==> config.mk <==
export PLATFORM = sky130hd
export DESIGN_NAME = cfgx_port
export DESIGN_NICKNAME = d
export VERILOG_FILES = /design/src/shared/cfgx_pkg.sv /design/src/core/cfgx_port.sv
export SDC_FILE = /design/constraint.sdc
export NUM_CORES = 1
export LEC_CHECK = 0
export CAP_MARGIN = 20
export CELL_PAD_IN_SITES_DETAIL_PLACEMENT = 0
export CELL_PAD_IN_SITES_GLOBAL_PLACEMENT = 1
export CORE_ASPECT_RATIO = 1.5
export CORE_MARGIN = 8
export CORE_UTILIZATION = 40
export DETAILED_ROUTE_END_ITERATION = 8
export DONT_BUFFER_PORTS = 1
export PLACE_DENSITY = 0.77
export SLEW_MARGIN = 10
export SYNTH_ARGS = -nofsm -noshare
export SYNTH_HDL_FRONTEND = slang
export SYNTH_SLANG_ARGS = --single-unit
==> constraint.sdc <==
create_clock -name sys_clk -period 1.57 [get_ports sys_clk]
set_clock_uncertainty 0.1 [all_clocks]
set_input_delay 0.0785 -clock sys_clk [delete_from_list [all_inputs] [get_ports sys_clk]]
set_output_delay 0.0785 -clock sys_clk [all_outputs]
set_load 0.05 [all_outputs]
==> src/shared/cfgx_pkg.sv <==
// shared constants and carriers for the configuration extension port
package cfgx_pkg;

	// =====================================================================
	// field widths
	localparam int CFGX_REG_W  = 10;
	localparam int CFGX_FUNC_W = 8;
	localparam int CFGX_DATA_W = 32;
	localparam int CFGX_BE_W   = 4;

	// =====================================================================
	// user-implemented register ranges
	localparam logic [CFGX_REG_W-1:0] CFGX_LEG_LO = 10'h010;
	localparam logic [CFGX_REG_W-1:0] CFGX_LEG_HI = 10'h01F;
	localparam logic [CFGX_REG_W-1:0] CFGX_EXT_LO = 10'h100;
	localparam logic [CFGX_REG_W-1:0] CFGX_EXT_HI = 10'h3FF;

	// =====================================================================
	// reset values and user reset timing
	localparam logic [CFGX_DATA_W-1:0] CFGX_DATA_RST = 32'h0000_0000;
	localparam logic [3:0]             CFGX_URST_RST = 4'h0;
	localparam int                     CFGX_CLK_MHZ   = 125;
	localparam int                     CFGX_URST_NS   = 32;
	localparam logic [3:0]             CFGX_URST_CYC  = 4'((CFGX_URST_NS * CFGX_CLK_MHZ + 999) / 1000);

	// =====================================================================
	// sequencer states
	typedef enum logic [1:0] {
		CFGX_IDLE  = 2'b00,
		CFGX_PULSE = 2'b01,
		CFGX_HOLD  = 2'b10
	} cfgx_state_e;

	// request from the link side configuration engine
	typedef struct packed {
		logic                   is_write;
		logic [CFGX_REG_W-1:0]  reg_num;
		logic [CFGX_FUNC_W-1:0] func_num;
		logic [CFGX_DATA_W-1:0] wdata;
		logic [CFGX_BE_W-1:0]   be;
	} cfgx_req_s;

	// indications toward the user application
	typedef struct packed {
		logic                   read_received;
		logic                   write_received;
		logic [CFGX_REG_W-1:0]  reg_num;
		logic [CFGX_FUNC_W-1:0] func_num;
		logic [CFGX_DATA_W-1:0] wdata;
		logic [CFGX_BE_W-1:0]   be;
	} cfgx_user_s;

	// completion back to the link side
	typedef struct packed {
		logic                   valid;
		logic                   from_user;
		logic [CFGX_DATA_W-1:0] data;
	} cfgx_cpl_s;

endpackage

==> src/core/cfgx_port.sv <==
// configuration extension port: link configuration requests to user registers
// =====================================================================
// Behaviour
// RQ1 - with no user space enabled, every read gives a one-cycle read indication
// RQ2 - enabled user range reads hold the read indication until user data is valid
// RQ3 - reads outside both user ranges always give a single-cycle read indication
// RQ4 - each link write gives a single-cycle write indication
// RQ5 - 10-bit register number valid while either indication is high
// RQ6 - 8-bit function number valid while either indication is high
// RQ7 - 32-bit write data valid during the write indication
// RQ8 - 4-bit byte enables accompany every write
// RQ9 - read data sampled on the edge after indication, only when user flags valid
// RQ10 - user returns read data together with its valid strobe
// RQ11 - user must answer every held read, else completion stalls forever
// RQ12 - everything here is synchronous to the single user clock
// RQ13 - user reset output is released synchronously to the user clock
module cfgx_port
	import cfgx_pkg::*;
(
	// clock and reset
	input  wire logic           sys_clk,
	input  wire logic           rst,
	output logic                user_reset,
	// enables for user-implemented space
	input  wire logic           legacy_en,
	input  wire logic           ext_en,
	// link side request
	input  wire logic           req_valid,
	output logic                req_ready,
	input  wire cfgx_pkg::cfgx_req_s req,
	// link side completion
	output cfgx_pkg::cfgx_cpl_s cpl,
	// user application side
	output cfgx_pkg::cfgx_user_s usr,
	input  wire logic [31:0]    usr_read_data,
	input  wire logic           usr_read_data_valid
);
	import cfgx_pkg::*;

	// =====================================================================
	// state
	typedef struct packed {
		cfgx_state_e st;
		cfgx_user_s  usr;
		cfgx_cpl_s   cpl;
		logic [3:0]  urst_cnt;
		logic        urst;
	} cfgx_regs_s;

	cfgx_regs_s s_q;
	cfgx_regs_s s_d;
	logic       user_hit;
	logic       accept;

	// range decode on the incoming register number
	always_comb begin
		user_hit = (legacy_en && req.reg_num >= CFGX_LEG_LO && req.reg_num <= CFGX_LEG_HI) ||
			(ext_en && req.reg_num >= CFGX_EXT_LO && req.reg_num <= CFGX_EXT_HI); // see RQ2 see RQ3
	end

	// only one request in flight; a held read blocks the link (see RQ11)
	assign req_ready = (s_q.st == CFGX_IDLE);
	assign accept    = req_valid && req_ready;

	// =====================================================================
	// next state
	always_comb begin
		s_d               = s_q;
		s_d.cpl.valid     = 1'b0;
		s_d.cpl.from_user = 1'b0;
		// user reset held a few cycles, released on a clock edge
		if (s_q.urst_cnt != CFGX_URST_CYC) begin
			s_d.urst_cnt = s_q.urst_cnt + 4'h1;
		end
		s_d.urst = (s_d.urst_cnt != CFGX_URST_CYC); // see RQ13
		unique case (s_q.st)
			CFGX_IDLE: begin
				if (accept) begin
					// fields captured together with the indication, see RQ5 see RQ6
					s_d.usr.reg_num        = req.reg_num;
					s_d.usr.func_num       = req.func_num;
					s_d.usr.wdata          = req.wdata; // see RQ7
					s_d.usr.be             = req.be; // see RQ8
					s_d.usr.write_received = req.is_write; // see RQ4
					s_d.usr.read_received  = !req.is_write;
					if (!req.is_write && user_hit) begin
						s_d.st = CFGX_HOLD; // see RQ2
					end else begin
						s_d.st = CFGX_PULSE; // see RQ1 see RQ3
					end
				end
			end
			CFGX_PULSE: begin
				// indication lasts one cycle; user data is still taken if offered
				s_d.usr.read_received  = 1'b0;
				s_d.usr.write_received = 1'b0;
				s_d.cpl.valid          = 1'b1;
				if (s_q.usr.read_received && usr_read_data_valid) begin
					s_d.cpl.from_user = 1'b1; // see RQ9
					s_d.cpl.data      = usr_read_data;
				end else begin
					s_d.cpl.data      = CFGX_DATA_RST;
				end
				s_d.st = CFGX_IDLE;
			end
			CFGX_HOLD: begin
				// wait for the user; no timeout, a silent user stalls the read
				if (usr_read_data_valid) begin
					s_d.usr.read_received = 1'b0; // see RQ2
					s_d.cpl.valid         = 1'b1;
					s_d.cpl.from_user     = 1'b1;
					s_d.cpl.data          = usr_read_data; // see RQ9 see RQ10
					s_d.st                = CFGX_IDLE;
				end
			end
			default: begin
				s_d.st = CFGX_IDLE;
			end
		endcase
	end

	// =====================================================================
	// registers, synchronous reset on the single user clock (see RQ12)
	always_ff @(posedge sys_clk) begin
		if (rst) begin
			s_q.st       <= CFGX_IDLE;
			s_q.usr      <= '0;
			s_q.cpl      <= '0;
			s_q.urst_cnt <= CFGX_URST_RST;
			s_q.urst     <= 1'b1;
		end else begin
			s_q <= s_d;
		end
	end

	assign usr        = s_q.usr;
	assign cpl        = s_q.cpl;
	assign user_reset = s_q.urst;

	// =====================================================================
	// checks
	a_single_read_pulse: assert property (@(posedge sys_clk) disable iff (rst) // see RQ1
		accept && !req.is_write && !user_hit |=> usr.read_received ##1 !usr.read_received)
		else $error("unheld read indication not one cycle");

	a_write_one_pulse: assert property (@(posedge sys_clk) disable iff (rst) // see RQ4
		accept && req.is_write |=> usr.write_received && !usr.read_received ##1 !usr.write_received)
		else $error("write indication not a single pulse");

	a_hold_until_data: assert property (@(posedge sys_clk) disable iff (rst) // see RQ2
		s_q.st == CFGX_HOLD && !usr_read_data_valid |=> usr.read_received && $stable(usr.reg_num))
		else $error("held read indication dropped early");

	a_release_on_data: assert property (@(posedge sys_clk) disable iff (rst) // see RQ9
		usr.read_received && usr_read_data_valid |=> !usr.read_received && cpl.valid && cpl.from_user
			&& cpl.data == $past(usr_read_data))
		else $error("read data not sampled on valid");

	a_range_hold_enter: assert property (@(posedge sys_clk) disable iff (rst) // see RQ2
		accept && !req.is_write && user_hit |=> s_q.st == CFGX_HOLD)
		else $error("user range read not held");

	a_addr_func_capture: assert property (@(posedge sys_clk) disable iff (rst) // see RQ5
		accept |=> usr.reg_num == $past(req.reg_num) && usr.func_num == $past(req.func_num))
		else $error("register or function number not presented");

	a_write_data_be: assert property (@(posedge sys_clk) disable iff (rst) // see RQ7
		accept && req.is_write |=> usr.wdata == $past(req.wdata) && usr.be == $past(req.be))
		else $error("write data or byte enables wrong");

	a_no_indication_idle: assert property (@(posedge sys_clk) disable iff (rst) // see RQ6
		s_q.st == CFGX_IDLE |-> !usr.read_received && !usr.write_received)
		else $error("indication high while idle");

	a_user_reset_release: assert property (@(posedge sys_clk) // see RQ13
		$fell(rst) |-> user_reset [*4] ##1 !user_reset)
		else $error("user reset release timing wrong");

	// =====================================================================
	// decode cross-checks written from the ranges, so a broken user_hit is caught
	a_legacy_hold: assert property (@(posedge sys_clk) disable iff (rst) // see RQ2
		accept && !req.is_write && legacy_en && req.reg_num >= CFGX_LEG_LO && req.reg_num <= CFGX_LEG_HI
			|=> s_q.st == CFGX_HOLD)
		else $error("legacy user read not held");

	a_ext_hold: assert property (@(posedge sys_clk) disable iff (rst) // see RQ2
		accept && !req.is_write && ext_en && req.reg_num >= CFGX_EXT_LO |=> s_q.st == CFGX_HOLD)
		else $error("extended user read not held");

	a_no_enable_pulse: assert property (@(posedge sys_clk) disable iff (rst) // see RQ1
		accept && !req.is_write && !legacy_en && !ext_en |=> s_q.st == CFGX_PULSE)
		else $error("read held with no user space enabled");

	a_out_range_pulse: assert property (@(posedge sys_clk) disable iff (rst) // see RQ3
		accept && !req.is_write && (req.reg_num < CFGX_LEG_LO ||
			(req.reg_num > CFGX_LEG_HI && req.reg_num < CFGX_EXT_LO)) |=> s_q.st == CFGX_PULSE)
		else $error("read outside user ranges held");

	// =====================================================================
	// completion and indication framing
	a_unheld_no_data: assert property (@(posedge sys_clk) disable iff (rst) // see RQ9
		s_q.st == CFGX_PULSE && !usr_read_data_valid |=> cpl.valid && !cpl.from_user && cpl.data == CFGX_DATA_RST)
		else $error("user data taken without valid");

	a_cpl_one_cycle: assert property (@(posedge sys_clk) disable iff (rst) // see RQ1
		cpl.valid |=> !cpl.valid)
		else $error("completion valid longer than one cycle");

	a_fields_stand: assert property (@(posedge sys_clk) disable iff (rst) // see RQ6
		usr.read_received || usr.write_received |=> $stable(usr.reg_num) && $stable(usr.func_num)
			&& $stable(usr.wdata))
		else $error("request fields moved under an indication");

	a_busy_while_ind: assert property (@(posedge sys_clk) disable iff (rst) // see RQ5
		usr.read_received || usr.write_received |-> !req_ready)
		else $error("new request possible during an indication");

	a_ind_exclusive: assert property (@(posedge sys_clk) disable iff (rst) // see RQ4
		!(usr.read_received && usr.write_received))
		else $error("read and write indication together");

	// user reset follows the core reset at once, release is checked above
	a_user_reset_on: assert property (@(posedge sys_clk) // see RQ13
		rst |=> user_reset)
		else $error("user reset not raised by core reset");

endmodule

==> flow_metrics.tcl <==
set metrics [dict create \
    synth.distinct_cells 41 \
    final_cell_mix "nand2_1 (111), buf_4 (101), dfxtp_1 (95)" \
    ys_async_sr_fraction_pct 0 \
    die_w_um 99.1 \
    worstHoldPathType "in -> reg" \
    initialDrtViolationCount 75 \
    drc 0 \
    grt_use_met3_pct 7.05 \
    drive_above_1_share_pct 27.7 \
    ioPinCount 185 \
    syn_area_sq_um 4150 \
    outcome "complete, but fails checks" \
    antenna-diode-count 0 \
    clkPwrFrac_pct 37.0 \
    antenna_found_initial 0 \
    die_area_sq_um 13900 \
    yosys_warnings 0 \
    grt-ovfl-total 0 \
    clockBufferDepth 2 \
    arrival_ps 1750 \
    start_kind "flop" \
    gr-usage-met1_pct 14.7 \
    synthFlopType "dfxtp_1" \
    grt_pass1_vias 3039 \
    power_frac_seq_pct 44.7 \
    end_kind "flop" \
    grtUsageTotal_pct 14.5 \
    port_buffers 0 \
    hold_violations 67 \
    wl_um 10600 \
    slew_headroom_pct 64.9 \
    postLayoutSetupSlackWorst_ps -58.3 \
    clkTransAtPathRegs_ps 70 \
    violations "hold timing, setup timing" \
    tightest_slew_ps 525 \
    clkLatencyLatePin_ps 330 \
    drtPass1Iterations 4 \
    grt-busiest-layer "met2" \
    synth-edff-count 0 \
    gp_congestion 0.788 \
    cts_htree_levels 3 \
    std_cell_rows 45 \
    rsz0062_at_grt "yes" \
    worstPathRequired_ps 1690 \
    ir_worst_vdd_v 0.000534 \
    num_vias 3109 \
    routedWlPerCell_um 16.8 \
    period_needed_ps 1630 \
    synth-seq-cells 97 \
    coreArea_sq_um 10100 \
    fmax_mhz 614 \
    combPwrFrac_pct 18.3 \
    switching_share_pct 28.0 \
    power_switching_mw 1.65 \
    period_share_pct 104 \
    cap_violations 0 \
    synth_cells 471 \
    grt_pass1_wl_um 16000 \
    synth_nets 570 \
    syn_to_final_growth_pct 22.6 \
    fillers 943 \
    yosysSeqAreaShare_pct 46.8 \
    root_buffer "clkbuf_16" \
    p_total_mw 5.92 \
    p_leak_nw 2.18 \
    path_class "reg -> reg" \
    holdWs_ps -290 \
    setup_viol 30 \
    avgViaCountPerCell 4.93 \
    cts_buffers 9 \
    finalMaxSlewViolations 0 \
    dp_hpwl_um 7370 \
    initial_core_util_pct 40.9 \
    cts_sinks 97 \
    grt_start_max_net_pins 70 \
    p_int_mw 4.26 \
    ant_nets 0 \
    final_common_cell "nand2_1" \
    worstPathMaxFanout 30 \
    powerDensity_nw_per_um2 1160 \
    syn_area_per_cell_sq_um 8.80 \
    die_h_um 141 \
    cts_tree "done" \
    nNetsFinal 607 \
    setup_tns_ps -1280 \
    met2_usage_pct 25.1 \
]
[critical path, stage by stage, from the launching register on]
cell and delay, ps:
dfxtp_4 360, buf_12 120, ha_4 160, a21o_1 160, and4b_1 200, buf_12 170
a22o_1 250
[state kept, by name, summed over array words and instances (netlist names)]
| signal | cells |
|---|---|
| cpl | 34 |
| usr | 56 |
| s_q | 6 |
| user_reset | 1 |
[worst paths after layout]
kind / startpoint / to / slack (ps) / depth (start not counted)
worst min-delay path: rst / s_q[2] / -290 / 1
worst max register to register: s_q[96] / cpl[4] / -60 / 6
worst min register to register: usr[5] / usr[5] / 350 / 2
worst max-delay path: s_q[96] / cpl[4] / -60 / 6
[cell usage after synthesis, types with 3 or more instances]
library cell,number,area [sq um]
a21oi_1,61,305
a22o_1,29,254
buf_1,4,15.0
buf_2,10,50.1
buf_4,90,676
clkbuf_1,8,30.0
dfxtp_1,97,1940
ha_1,6,75.1
inv_1,5,18.8
nand2_1,112,420
nand2b_1,3,18.8
nand4_1,3,18.8
nor2_1,7,26.3
o21ai_0,3,15.0
[cells by family after synthesis]
| family | Yosys count | share of synthesized area [%] |
|---|---|---|
| flip-flops | 97 | 46.8 |
| AO/OA/AOI/OAI | 103 | 15.9 |
| buffers and inverters | 119 | 19.6 |
| AND/OR/NAND/NOR | 143 | 15.1 |
| multiplexers | 2 | 0.573 |
| XOR/XNOR | 1 | 0.211 |
| adder cells (fa/ha/maj) | 6 | 1.81 |
[stage by stage]
stage                     instances  util (%)  hold WS (ps)  instance area (sq um)  setup WS (ps)
after floorplan                 471         -          50.8                   4170          -1.88
final                           630      50.2          -290                   5080          -58.3
after global routing            630      50.2          -311                   5080          -94.0
after detailed placement        578      43.0          58.2                   4350          -29.2
after global placement          578      43.0          54.8                   4350           9.56
after CTS                       628      49.6          -307                   5020          -30.3
[power groups by stage]
stage          Sequential [mW]  Clock [mW]  Combinational (mW)
6_report                  2.65        2.19                1.08
5_1_grt                   2.66        2.38                1.15
3_5_place_dp              2.70           0               0.987
2_1_floorplan             2.69           0               0.854
3_3_place_gp              2.70           0               0.971
4_1_cts                   2.64        2.28                1.08
[final cells by class]
type | instances | area [sq um] | area share (%)
inverter | 5 | 21.3 | 0.418
timing repair buffer | 140 | 1220 | 23.9
sequential | 97 | 1950 | 38.3
clock buffer | 10 | 239 | 4.70
multi-input combinational | 255 | 1440 | 28.4
tap | 117 | 146 | 2.88
clock inverter | 6 | 66.3 | 1.30
[layer usage]
layer / wire (um) / share of wire, %
met5: 0 / 0
met4: 164 / 1.5
met3: 1060 / 10
met2: 5480 / 52
met1: 3910 / 37
[repair_timing]
item / in CTS / in global routing
endpoints found under the setup margin: 31 / 31
gates resized for setup: 4 / 8
buffers inserted: 4 / 1
cloned: 1 / 1
hold buffers: 29 / 1
endpoints found under the hold margin: 96 / 67
pin swaps: 0 / 3
No activity file was read; power rests on OpenSTA's default activity.
